**config.mk**
```make
export PLATFORM = sky130hd
export DESIGN_NAME = capture_compare_pwm_unit
export DESIGN_NICKNAME = d
export VERILOG_FILES = /design/src/ccp_pkg.sv /design/src/capture_edge_detect.sv /design/src/pwm_timebase.sv /design/src/capture_compare_pwm_unit.sv
export VERILOG_INCLUDE_DIRS = /design/src
export SDC_FILE = /design/constraint.sdc
export NUM_CORES = 1
export LEC_CHECK = 0
export BUFFER_PORTS_ARGS = -buffer_cell sky130_fd_sc_hd__buf_2
export CORE_AREA = 2 2 125 115
export DETAILED_ROUTE_END_ITERATION = 10
export DIE_AREA = 0 0 127 117
export PLACE_DENSITY_LB_ADDON = 0.05
export SLEW_MARGIN = 20
export SYNTH_ARGS = -nofsm -noshare
export SYNTH_HDL_FRONTEND = slang
export SYNTH_HIERARCHICAL = 1
export SYNTH_SLANG_ARGS = --single-unit
```
**constraint.sdc**
```tcl
create_clock -name sys_clk -period 3.65 [get_ports sys_clk]
set_input_delay 0.365 -clock sys_clk [delete_from_list [all_inputs] [get_ports sys_clk]]
set_output_delay 0.365 -clock sys_clk [all_outputs]
set_load 0.01 [all_outputs]
```
**src/ccp_params.svh**
```systemverilog
`ifndef CCP_PARAMS_SVH
`define CCP_PARAMS_SVH

// Register port
`define ADDR_W 3
`define DATA_W 8
`define OFS_CONTROL 3'h0
`define OFS_CAP_SELECT 3'h1
`define OFS_VALUE_LOW 3'h2
`define OFS_VALUE_HIGH 3'h3
`define OFS_PERIOD 3'h4
`define READ_NONE 8'h00

// Control fields
`define CTL_EN 7
`define CTL_OUT 5
`define CTL_FMT 4
`define CTL_MODE 3:0
`define CAP_SEL 2:0
`define CAP_PAD 5'h00

// Reset values
`define RST_VALUE 8'h00
`define RST_PERIOD 8'hff

// Duty layout
`define DUTY_W 10
`define RIGHT_TOP 1:0
`define LEFT_BOTTOM 7:6
`define DUTY_ZERO 10'h000
`define BYTE_LOW 7:0
`define BYTE_HIGH 15:8

// Time bases
`define PWM_TIMER_W 8
`define PWM_SUB_W 2
`define CAP_DIV_W 4
`define CAP_DIV4_LAST 4'h3
`define CAP_DIV16_LAST 4'hf
`define TIMER16_W 16

`endif

```
**src/ccp_pkg.sv**
```systemverilog
`default_nettype none

package ccp_pkg;

    typedef enum logic [3:0] {
        mode_off = 4'h0,
        cmp_toggle_clear = 4'h1,
        cmp_toggle = 4'h2,
        cap_every_edge = 4'h3,
        cap_falling = 4'h4,
        cap_rising = 4'h5,
        cap_rise4 = 4'h6,
        cap_rise16 = 4'h7,
        cmp_set = 4'h8,
        cmp_clear = 4'h9,
        cmp_pulse = 4'ha,
        cmp_pulse_clear = 4'hb,
        mode_rsv_c = 4'hc,
        mode_rsv_d = 4'hd,
        mode_rsv_e = 4'he,
        mode_pwm = 4'hf
    } mode_t;

    typedef enum logic [2:0] {
        src_pin = 3'h0,
        src_cmp_one = 3'h1,
        src_cmp_two = 3'h2,
        src_pin_change = 3'h3,
        src_cell_one = 3'h4,
        src_cell_two = 3'h5,
        src_cell_three = 3'h6,
        src_cell_four = 3'h7
    } cap_src_t;

endpackage

`default_nettype wire

```
**src/capture_edge_detect.sv**
```systemverilog
`include "ccp_params.svh"
`default_nettype none

module capture_edge_detect
    import ccp_pkg::*;
#(
    parameter int DIV_W = `CAP_DIV_W
)
(
    input wire logic sys_clk,
    input wire logic rst_b,
    input wire logic trig,
    input wire logic hold,
    input wire logic restart,
    input wire mode_t mode,
    output logic fire
);

    logic prev;
    logic [DIV_W-1:0] cnt;

    wire rise = trig && !prev;
    wire fall = !trig && prev;
    // Edge kind and prescale per capture mode
    wire edge_seen = (mode == cap_every_edge) ? (rise || fall) :
                     (mode == cap_falling) ? fall :
                     (mode == cap_rising || mode == cap_rise4 ||
                      mode == cap_rise16) ? rise : 1'b0;
    wire div_last = (mode == cap_rise4) ? (cnt == `CAP_DIV4_LAST) :
                    (mode == cap_rise16) ? (cnt == `CAP_DIV16_LAST) :
                    1'b1;

    assign fire = edge_seen && div_last && !hold && !restart;

    always_ff @(posedge sys_clk or negedge rst_b)
    begin
        if (!rst_b)
        begin
            prev <= 1'b0;
            cnt <= '0;
        end
        else if (restart)
        begin
            prev <= trig;
            cnt <= '0;
        end
        else if (!hold && edge_seen)
        begin
            prev <= trig;
            cnt <= div_last ? '0 : cnt + 1'b1;
        end
        else if (!hold)
        begin
            prev <= trig;
        end
    end

endmodule

`default_nettype wire

```
**src/pwm_timebase.sv**
```systemverilog
`include "ccp_params.svh"
`default_nettype none

module pwm_timebase #(
    parameter int TW = `PWM_TIMER_W,
    parameter int SW = `PWM_SUB_W
)
(
    input wire logic sys_clk,
    input wire logic rst_b,
    input wire logic run,
    input wire logic hold,
    input wire logic [TW-1:0] period,
    output logic [TW+SW-1:0] count,
    output logic rollover
);

    // Low bits count system clocks, so output rate follows sys_clk
    assign rollover = run && !hold && (count[TW+SW-1:SW] == period) &&
                      (&count[SW-1:0]);

    always_ff @(posedge sys_clk or negedge rst_b)
    begin
        if (!rst_b)
        begin
            count <= '0;
        end
        else if (!run)
        begin
            count <= '0;
        end
        else if (rollover)
        begin
            count <= '0;
        end
        else if (!hold)
        begin
            count <= count + 1'b1;
        end
    end

endmodule

`default_nettype wire

```
**src/capture_compare_pwm_unit.sv**
```systemverilog
`include "ccp_params.svh"
`default_nettype none

module capture_compare_pwm_unit
    import ccp_pkg::*;
#(
    parameter int AW = `ADDR_W,
    parameter int DW = `DATA_W,
    parameter int TW16 = `TIMER16_W
)
(
    input wire logic sys_clk,
    input wire logic rst_b,
    input wire logic [AW-1:0] reg_addr,
    input wire logic [DW-1:0] reg_wdata,
    input wire logic reg_write,
    input wire logic reg_read,
    output logic [DW-1:0] reg_rdata,
    input wire logic sleep_active,
    input wire logic [TW16-1:0] sixteen_bit_base_timer,
    output logic sixteen_bit_timer_clear,
    input wire logic routed_input_pin,
    input wire logic comparator_one_output,
    input wire logic comparator_two_output,
    input wire logic pin_change_event,
    input wire logic logic_cell_one_output,
    input wire logic logic_cell_two_output,
    input wire logic logic_cell_three_output,
    input wire logic logic_cell_four_output,
    input wire logic conversion_source_selected,
    output logic channel_event_flag,
    output logic conversion_trigger,
    output logic channel_pin_out,
    output logic channel_pin_drive_b
);

    localparam int PW = `PWM_TIMER_W + `PWM_SUB_W;

    logic ctl_en;
    logic ctl_fmt;
    mode_t mode;
    cap_src_t cap_sel;
    logic [DW-1:0] value_low;
    logic [DW-1:0] value_high;
    logic [`PWM_TIMER_W-1:0] period_value;
    logic [`DUTY_W-1:0] duty_buf;
    logic match_q;
    logic pulse_q;
    logic last_on;
    mode_t last_mode;
    logic cap_event;
    logic [PW-1:0] tb;
    logic tb_rollover;
    logic next_out;

    // Register port decode
    wire wr_control = reg_write && (reg_addr == `OFS_CONTROL);
    wire wr_cap_sel = reg_write && (reg_addr == `OFS_CAP_SELECT);
    wire wr_low = reg_write && (reg_addr == `OFS_VALUE_LOW);
    wire wr_high = reg_write && (reg_addr == `OFS_VALUE_HIGH);
    wire wr_period = reg_write && (reg_addr == `OFS_PERIOD);

    // Mode decode
    wire ch_on = ctl_en && (mode != mode_off);
    wire restart = !ch_on || !last_on || (mode != last_mode);
    wire is_pwm = ch_on && (mode == mode_pwm);
    wire is_capture = ch_on && (mode inside {cap_every_edge, cap_falling,
                                cap_rising, cap_rise4, cap_rise16});
    wire is_compare = ch_on && (mode inside {cmp_toggle_clear, cmp_toggle,
                                cmp_set, cmp_clear, cmp_pulse,
                                cmp_pulse_clear});
    wire pulse_mode = (mode == cmp_pulse) || (mode == cmp_pulse_clear);
    wire clears_timer = (mode == cmp_pulse_clear) ||
                        (mode == cmp_toggle_clear);

    // Capture source routing
    wire [7:0] trig_vec = {logic_cell_four_output, logic_cell_three_output,
                           logic_cell_two_output, logic_cell_one_output,
                           pin_change_event, comparator_two_output,
                           comparator_one_output, routed_input_pin};
    wire cap_trigger = trig_vec[cap_sel];

    capture_edge_detect #(.DIV_W(`CAP_DIV_W)) u_edge (
        .sys_clk(sys_clk),
        .rst_b(rst_b),
        .trig(cap_trigger),
        .hold(sleep_active),
        .restart(restart || !is_capture),
        .mode(mode),
        .fire(cap_event)
    );

    // Compare: one hit per entry into the match condition
    wire [TW16-1:0] value_pair = {value_high, value_low};
    wire cmp_equal = is_compare &&
                     (value_pair == sixteen_bit_base_timer);
    wire cmp_hit = cmp_equal && !match_q && !sleep_active && !restart;

    // Duty layout
    wire [`DUTY_W-1:0] duty_right = {value_high[`RIGHT_TOP], value_low};
    wire [`DUTY_W-1:0] duty_left = {value_high, value_low[`LEFT_BOTTOM]};
    wire [`DUTY_W-1:0] duty_value = ctl_fmt ? duty_left : duty_right;

    pwm_timebase #(.TW(`PWM_TIMER_W), .SW(`PWM_SUB_W)) u_timebase (
        .sys_clk(sys_clk),
        .rst_b(rst_b),
        .run(is_pwm),
        .hold(sleep_active),
        .period(period_value),
        .count(tb),
        .rollover(tb_rollover)
    );

    // One count ahead, so the pin is already low while tb equals duty
    wire [PW-1:0] tb_next = tb + 1'b1;
    wire duty_hit = is_pwm && !sleep_active && (tb_next == duty_buf);
    wire any_event = cap_event || cmp_hit || duty_hit;

    // Hardware capture wins over a software write in the same cycle
    wire [DW-1:0] next_value_low =
        cap_event ? sixteen_bit_base_timer[`BYTE_LOW] :
        wr_low ? reg_wdata : value_low;
    wire [DW-1:0] next_value_high =
        cap_event ? sixteen_bit_base_timer[`BYTE_HIGH] :
        wr_high ? reg_wdata : value_high;

    // Output level
    always_comb
    begin
        next_out = channel_pin_out;
        if (restart)
        begin
            next_out = 1'b0;
        end
        else if (sleep_active)
        begin
            next_out = channel_pin_out;
        end
        else if (is_pwm)
        begin
            if (tb_rollover)
            begin
                next_out = (duty_value != `DUTY_ZERO);
            end
            else if (duty_hit)
            begin
                next_out = 1'b0;
            end
        end
        else if (pulse_q)
        begin
            next_out = 1'b0;
        end
        else if (cmp_hit)
        begin
            case (mode)
                cmp_set: next_out = 1'b1;
                cmp_clear: next_out = 1'b0;
                cmp_pulse: next_out = 1'b1;
                cmp_pulse_clear: next_out = 1'b1;
                cmp_toggle: next_out = !channel_pin_out;
                cmp_toggle_clear: next_out = !channel_pin_out;
                default: next_out = channel_pin_out;
            endcase
        end
    end

    wire next_drive_b = sleep_active ? channel_pin_drive_b :
                        !(is_pwm || is_compare);
    wire next_pulse_q = restart ? 1'b0 :
                        sleep_active ? pulse_q : (cmp_hit && pulse_mode);
    wire next_match_q = sleep_active ? match_q : cmp_equal;

    // Read path
    wire [DW-1:0] rd_control = {ctl_en, 1'b0, channel_pin_out,
                                ctl_fmt, mode};
    wire [DW-1:0] rd_cap_sel = {`CAP_PAD, cap_sel};
    wire [DW-1:0] next_rdata =
        !reg_read ? `READ_NONE :
        (reg_addr == `OFS_CONTROL) ? rd_control :
        (reg_addr == `OFS_CAP_SELECT) ? rd_cap_sel :
        (reg_addr == `OFS_VALUE_LOW) ? value_low :
        (reg_addr == `OFS_VALUE_HIGH) ? value_high :
        (reg_addr == `OFS_PERIOD) ? period_value : `READ_NONE;

    always_ff @(posedge sys_clk or negedge rst_b)
    begin
        if (!rst_b)
        begin
            ctl_en <= 1'b0;
            ctl_fmt <= 1'b0;
            mode <= mode_off;
            cap_sel <= src_pin;
            period_value <= `RST_PERIOD;
        end
        else
        begin
            if (wr_control)
            begin
                ctl_en <= reg_wdata[`CTL_EN];
                ctl_fmt <= reg_wdata[`CTL_FMT];
                mode <= mode_t'(reg_wdata[`CTL_MODE]);
            end
            if (wr_cap_sel)
            begin
                cap_sel <= cap_src_t'(reg_wdata[`CAP_SEL]);
            end
            if (wr_period)
            begin
                period_value <= reg_wdata;
            end
        end
    end

    always_ff @(posedge sys_clk or negedge rst_b)
    begin
        if (!rst_b)
        begin
            value_low <= `RST_VALUE;
            value_high <= `RST_VALUE;
            reg_rdata <= `READ_NONE;
        end
        else
        begin
            value_low <= next_value_low;
            value_high <= next_value_high;
            reg_rdata <= next_rdata;
        end
    end

    always_ff @(posedge sys_clk or negedge rst_b)
    begin
        if (!rst_b)
        begin
            duty_buf <= `DUTY_ZERO;
        end
        else if (restart || tb_rollover)
        begin
            duty_buf <= restart ? `DUTY_ZERO : duty_value;
        end
    end

    always_ff @(posedge sys_clk or negedge rst_b)
    begin
        if (!rst_b)
        begin
            channel_pin_out <= 1'b0;
            channel_pin_drive_b <= 1'b1;
            match_q <= 1'b0;
            pulse_q <= 1'b0;
            last_on <= 1'b0;
            last_mode <= mode_off;
        end
        else
        begin
            channel_pin_out <= next_out;
            channel_pin_drive_b <= next_drive_b;
            match_q <= next_match_q;
            pulse_q <= next_pulse_q;
            last_on <= ch_on;
            last_mode <= mode;
        end
    end

    always_ff @(posedge sys_clk or negedge rst_b)
    begin
        if (!rst_b)
        begin
            sixteen_bit_timer_clear <= 1'b0;
            channel_event_flag <= 1'b0;
            conversion_trigger <= 1'b0;
        end
        else
        begin
            sixteen_bit_timer_clear <= cmp_hit && clears_timer;
            channel_event_flag <= any_event;
            conversion_trigger <= any_event && conversion_source_selected;
        end
    end
endmodule

`default_nettype wire

```
==> summary.txt, run 1 <==
Outcome
  • Status: complete, no violations

Drt
  • Vias per cell: 5.40
  • Wire length per cell: 19.2 um
  • DRC Markers: 0
  • Post-Route WL: 14000 um
  • Starting DRT DRC Count: 263
  • DR pass1 iterations: 4
  • Routed Antenna Nets: 0
  • Via Count: 3939

Flow run
  • Max-cap violations: 0

Pwr
  • Pwr Total: 0.00253 W
  • Leak: 2.32 nW
  • Switching fraction of total power: 32.3%
  • Combinational share of power: 20.9%
  • Proportion of power drawn by the clock network: 33.1%
  • Pint: 0.00171 W
  • Switching power: 0.000817 W
  • Power share of the sequential group: 45.9%
  • Peak VDD IR: 283 uV
  • Power Density: 467 nW/um2

Synthesis
  • Synth Net Count: 548
  • Synth Cell Area: 4680 um2
  • Yosys top cell area share: 36.9%
  • Synthesized area per cell: 9.32 um2
  • Post-synthesis sequential area ratio: 41.9%
  • Asr flop ratio synth: 100%
  • Most used DFF post-synth: dfrtp_1
  • Cell type with the largest total area after synthesis: dfrtp_1
  • Distinct cells, synth: 61
  • Post-synth EDFFs: 0
  • Mapped Cells: 502
  • Synth area leaders: dfrtp_1 (37%), mux2i_1 (6.8%), o21ai_0 (5.9%), dfstp_2 (5.1%), xnor2_1 (4.3%)
  • FF+latch count, synth: 78
  • Post-synth top cells: dfrtp_1 (69), o21ai_0 (55), nand2_1 (51)
  • Cell with the most instances after synthesis: dfrtp_1
  • Yosys warns: 6

Cells and area
  • Fillers: 1404
  • # diodes: 0
  • Reg area: 1960 um2
  • Layout area overhead: 15.8%
  • Area of the multi-input gates: 2550 um2
  • Final core occ: 39.7%
  • Fraction of layout cells with a size suffix above 1: 20.8%
  • # nets final: 599

STA
  • Final Hold Fails: 0
  • Final Critical Period: 2.96 ns
  • Final Setup Violations: 0
  • Worst clock skew: 0.00797 ns
  • RSZ-0062 raised after global routing: false
  • Worst Tran Pin Value: 0.892 ns
  • Max-slew headroom: 40.0%
  • Peak Freq: 0.337 GHz
  • Final period utilization: 81.2%
  • Post-Route Setup TNS: 0 ns
  • Max Slew Vio Count: 0

Clock tree
  • Clock transition at the registers of the reported paths: 0.06 ns
  • Cts bufs inserted: 9
  • Worst skew pair latency: 0.34 ns
  • Post-CTS Setup Bufs: 0
  • # clock sinks: 78
  • Clk buf depth: 2
  • Post-CTS Resized: 0
  • H-tree level count: 3
  • Clock root buffer: clkbuf_16
  • Hold Buf Count CTS: 0
  • CTS tree: done

GRT
  • Initial antenna violation count: 0
  • Routing usage on met2: 32.8%
  • GRT busiest layer: met2
  • Grt total ovfl: 0
  • Largest net degree at the start of global routing: 79
  • GRT Util Overall: 20.3%
  • Met1 Usage GRT: 27.2%
  • Met3 usage: 4.73%
  • Global-route wire length before repair: 22800 um
  • Vias in the first global route: 3952

Worst setup path
  • Critical path cell sequence: mux4_2 > nand2_1 > nand2_1 > inv_1 > ha_1 > and4b_1 > or3_4 > nor4_2 > buf_4 > inv_1 > o221ai_1 > and2_1
  • CP Data Arrival Time: 3.24 ns
  • Nature of the critical path startpoint: register
  • Slowest stage cell, crit path: mux4_2
  • CP endpoint kind: register
  • Worst Setup SP: cap_sel[0]
  • Worst Setup EP: conversion_trigger
  • Worst R2R End: conversion_trigger
  • Reg2reg path depth: 12
  • R2r setup slk: 0.69 ns
  • Crit-path max FO: 33
  • Crit path kind: register to register
  • Reg-to-reg startpoint: cap_sel[0]
  • Critical Path RT: 3.93 ns
  • Slowest stage delay, CP: 0.50 ns

Floorplan
  • Die area: 14900 um2
  • Die X: 127 um
  • Row count: 41
  • Starting Density: 34.3%
  • Die Y: 117 um
  • I/O pins: 54
  • Core Region: 13600 um2

Placement
  • GP Congestion: 0.869
  • Detailed placement HPWL: 10200 um
  • PortBufs: 53

Worst hold path
  • Type of the tightest min-delay check: input pin to asynchronous set/reset pin
metrics by stage:
step | hold slack (ns) | setup WS [ns] | instances | instance area [um2]
6_report | 0.0606 | 0.686 | 730 | 5420
3_3_place_gp | 0.464 | 0.722 | 714 | 5150
3_5_place_dp | 0.465 | 0.692 | 714 | 5150
2_1_floorplan | 0.0694 | 0.719 | 502 | 4680
5_1_grt | 0.113 | 0.460 | 730 | 5420
4_1_cts | 0.223 | 0.677 | 730 | 5420
worst max-delay path: cells and delay by family (launching register included):
family | cells | cell delay (ns)
flip-flops | 1 | 0.40
AO/OA/AOI/OAI | 1 | 0.10
adder cells (fa/ha/maj) | 1 | 0.22
multiplexers | 1 | 0.50
AND/OR/NAND/NOR | 6 | 1.15
buffers and inverters | 3 | 0.50
per-layer routing:
metal | share of wire (%) | wire [um]
met5 | 0 | 0
met3 | 4.0 | 563
met2 | 47 | 6560
met1 | 48 | 6680
met4 | 1.6 | 229
placed cells by master, fill, tap and decap left out, types with 14 or more instances in the layout:
cell | Yosys | final
buf_2 | 6 | 52
inv_1 | 23 | 23
nor2_1 | 38 | 38
dfrtp_1 | 69 | 69
mux2i_1 | 32 | 32
xnor2_1 | 23 | 23
nand3_1 | 19 | 19
o21ai_0 | 55 | 55
a21oi_1 | 14 | 14
nand2_1 | 51 | 51
xor2_1 | 19 | 19
cell type report:
type	instances	area share [%]
inverters	23	1.59
flip-flops and latches	78	36.2
well taps	172	3.97
repair buffers	62	6.25
clock buffers	12	4.55
multi-input cells	379	47.0
clock inverters	4	0.462
worst min path at each step:
stage,from,endpoint,cells past startpoint
floorplan,rst_b,cap_sel[0],0
global placement,mode[2],last_mode[2],0
detailed placement,mode[2],last_mode[2],0
CTS,conversion_source_selected,conversion_trigger,2
global route,rst_b,u_edge/cnt[3],1
finish,rst_b,u_edge/cnt[3],1
cell families after synthesis:
group | after synthesis | synth area share (%)
flip-flops | 78 | 41.9
XOR/XNOR | 42 | 7.86
AND/OR/NAND/NOR | 172 | 18.7
AO/OA/AOI/OAI | 114 | 15.5
buffers and inverters | 45 | 3.93
adder cells (fa/ha/maj) | 5 | 1.34
multiplexers | 46 | 10.8
sequential cells by signal, summed over array words and instances, names as in the netlist, 3 cells and up:
register          cells
last_mode             4
mode                  4
value_low             8
u_timebase/count     10
reg_rdata             8
period_value          8
cap_sel               3
value_high            8
u_edge/cnt            4
duty_buf             10
power groups by stage:
stage | Sequential, W | Clock [W] | Combinational (W)
finish | 0.00116 | 0.000839 | 0.000530
global route | 0.00118 | 0.000910 | 0.000593
CTS | 0.00116 | 0.000875 | 0.000535
detailed placement | 0.00118 | 0 | 0.000532
global placement | 0.00118 | 0 | 0.000527
floorplan | 0.00110 | 0 | 0.000385
Note: power is estimated with default switching activity, not from simulation.
==> run 2: changes to the inputs <==
ABC_AREA = 1   (was unset)
CORE_AREA = 2 2 130 119   (was 2 2 125 115)
DIE_AREA = 0 0 132 121   (was 0 0 127 117)
clock period = 2.7 ns   (was 3.65 ns; I/O delays follow)
==> run 2 against run 1 <==
Effect of this change:
- the flow now finishes with violations (negative hold slack)
- combinational power increased by 40%
- fmax up 18%
- count of clock-buffer cells in the layout is the same
- worst hold slack got worse by 0.094 ns
- clock skew decreased by 0.0030 ns
- global-route usage barely moved
- worst setup slack worse by 0.50 ns
- final area increased by 9.0%
- area after synthesis increased by 7.5%
- critical path type unchanged
==> summary.txt, run 2 <==
STA
  • Worst Tran Pin Value: 0.738 ns
  • Final Critical Period: 2.51 ns
  • Peak Freq: 0.398 GHz
  • Worst clock skew: 0.00494 ns
  • Max Slew Vio Count: 0
  • Final Hold Fails: 54
  • Final Setup Violations: 0
  • Post-Route Setup TNS: 0 ns
  • Max-slew headroom: 50.8%
  • Worst hold slack: -0.0330 ns
  • Final period utilization: 92.9%

Worst setup path
  • R2r setup slk: 0.19 ns
  • Critical path cell sequence: o21ai_0 > o32ai_2 > mux2_4 > inv_1 > ha_1 > nand3_2 > nand2_2 > inv_2 > nand3_1 > nor2_1 > buf_4 > buf_12 > nor2_1 > a22oi_1 > o21ai_0
  • Family with the most delay on the worst path: compound AO/OA/AOI/OAI gates
  • Nature of the critical path startpoint: register
  • Slowest stage delay, CP: 0.45 ns
  • CP endpoint kind: register
  • Crit path kind: register to register
  • Crit-path max FO: 12
  • Critical Path RT: 2.92 ns
  • CP Data Arrival Time: 2.73 ns
  • Slowest stage cell, crit path: dfrtp_2
  • CP Buf/Inv Count: 4

Synthesis
  • Post-synth EDFFs: 0
  • Post-synth top cells: nand2_1 (228), inv_1 (90), nor2_1 (70)
  • Post-synthesis sequential area ratio: 39.0%
  • FF+latch count, synth: 78
  • Yosys top cell area share: 34.3%
  • Synth Net Count: 777
  • Yosys warns: 6
  • Asr flop ratio synth: 100%
  • Synthesized area per cell: 6.88 um2
  • Mapped Cells: 731
  • Cell with the most instances after synthesis: nand2_1
  • Distinct cells, synth: 39
  • Most used DFF post-synth: dfrtp_1
  • Cell type with the largest total area after synthesis: dfrtp_1
  • Synth area leaders: dfrtp_1 (34%), nand2_1 (17%), inv_1 (6.7%), o21ai_0 (5.7%), nor2_1 (5.2%)
  • Synth Cell Area: 5030 um2

Cells and area
  • Fillers: 1574
  • # diodes: 0
  • Layout area overhead: 17.5%
  • Fin cells: 996
  • # nets final: 839
  • Most frequent cells in the layout: nand2_1 (228), inv_1 (89), nor2_1 (70)
  • Biggest regs: duty_buf x10, u_timebase/count x10
  • Final core occ: 40.6%
  • Commonest non-fill, non-tap cell in the layout: nand2_1
  • Fraction of layout cells with a size suffix above 1: 17.5%

GRT
  • Global-route wire length before repair: 24900 um
  • Grt total ovfl: 0
  • GRT Util Overall: 20.3%
  • Initial antenna violation count: 0
  • Largest net degree at the start of global routing: 79
  • Vias in the first global route: 4562

Pwr
  • Leak: 2.96 nW
  • Switching power: 0.00114 W
  • Proportion of power drawn by the clock network: 35.6%
  • Power share of the sequential group: 42.7%
  • Peak VDD IR: 310 uV
  • Switching fraction of total power: 33.1%
  • Combinational share of power: 21.7%
  • Power Density: 580 nW/um2
  • Pint: 0.00229 W

Clock tree
  • CTS tree: done
  • # clock sinks: 78
  • Clock root buffer: clkbuf_16
  • Post-CTS Setup Bufs: 0
  • H-tree level count: 3
  • Cts bufs inserted: 9
  • Clock transition at the registers of the reported paths: 0.06 ns
  • Clk buf depth: 2
  • Worst skew pair latency: 0.35 ns
  • Hold Buf Count CTS: 0

Placement
  • GP Congestion: 0.885
  • Detailed placement HPWL: 11900 um
  • Cell total after placement: 979
  • PortBufs: 53

Floorplan
  • Die Y: 121 um
  • I/O pins: 54
  • Row count: 42
  • Die area: 16000 um2
  • Die X: 132 um
  • Starting Density: 34.6%
  • Core Region: 14600 um2

Drt
  • Routed Antenna Nets: 0
  • Via Count: 4785
  • DRC Markers: 0
  • DR pass1 iterations: 6
  • Wire length per cell: 15.6 um
  • Post-Route WL: 15500 um
  • Vias per cell: 4.80
  • Starting DRT DRC Count: 343

Outcome
  • Status: finished with violations
  • Violated checks: negative hold slack

Flow run
  • Max-cap violations: 0

Worst hold path
  • Type of the tightest min-delay check: input pin to asynchronous set/reset pin
[run 2: changes by cell type after synthesis, moves of 14 or more]
cell,before,now
a21oi_1,14,30
nand3_1,19,41
inv_1,23,90
nor2_1,38,70
mux2i_1,32,0
inv_2,0,14
nand2_1,51,228
[run 2: path summary, 6_finish.rpt]
path	from	to	cells past startpoint
max	cap_sel[0]	value_high[3]	15
min in group sys_clk	conversion_source_selected	conversion_trigger	3
max in group asynchronous	rst_b	cap_sel[0]	1
max reg2reg	cap_sel[0]	value_high[3]	15
min	rst_b	u_timebase/count[2]	1
min reg2reg	channel_pin_drive_b	channel_pin_drive_b	2
[run 2: per-stage QoR]
step | worst slack (ns) | cell area (um2) | power, W
6_report | 0.191 | 5910 | 0.00343
5_1_grt | -0.00898 | 5910 | 0.00364
4_1_cts | 0.0162 | 5850 | 0.00345
3_5_place_dp | 0.0462 | 5570 | 0.00221
3_3_place_gp | 0.163 | 5570 | 0.00220
2_1_floorplan | 0.107 | 5030 | 0.00192
[run 2: cell families after synthesis]
kind of cell	Yosys count	synth area share (%)
AO/OA/AOI/OAI	121	13.6
XOR/XNOR	20	3.48
adder cells (fa/ha/maj)	5	1.24
buffers and inverters	121	9.43
flip-flops	78	39.0
multiplexers	1	0.224
AND/OR/NAND/NOR	385	33.0
[run 2: power by group through the flow]
stage	clock [W]	sequential, W	combinational (W)
after floorplan	0	0.00144	0.000482
after global placement	0	0.00148	0.000726
after detailed placement	0	0.00148	0.000730
after CTS	0.00125	0.00146	0.000734
after global routing	0.00130	0.00149	0.000848
final	0.00122	0.00146	0.000743
[run 2: layout make-up]
| cell class | instances | area [um2] | share of cell area (%) |
|---|---|---|---|
| Tap cell | 198 | 248 | 4.19 |
| Sequential cell | 78 | 1970 | 33.3 |
| Clock buffer | 12 | 236 | 4.00 |
| Multi-Input combinational cell | 532 | 2620 | 44.3 |
| Clock inverter | 4 | 47.5 | 0.804 |
| Timing Repair Buffer | 65 | 392 | 6.62 |
| Inverter | 107 | 402 | 6.79 |
[run 2: routing by layer]
layer | GRT usage (%) | routed length (um) | vias to the layer above | share of wire [%]
met3 | 5.35 | 871 | 18 | 5.6
li1 | - | - | 2446 | -
met4 | 6.52 | 344 | 0 | 2.2
met1 | 28.5 | 7620 | 2193 | 49
met2 | 30.4 | 6690 | 128 | 43
met5 | 0 | 0 | - | 0
[run 2: what timing repair did]
action,CTS,global route
gates resized for setup,0,9
hold endpoints to repair,0,0
setup endpoints to repair,0,25
[run 2: worst register-to-register path: stages, from the launching register on]
cell	delay, ns
dfrtp_2	0.45
o21ai_0	0.23
o32ai_2	0.11
mux2_4	0.28
inv_1	0.06
ha_1	0.23
nand3_2	0.08
nand2_2	0.05
inv_2	0.07
nand3_1	0.08
nor2_1	0.10
buf_4	0.18
buf_12	0.14
nor2_1	0.08
a22oi_1	0.17
o21ai_0	0.10
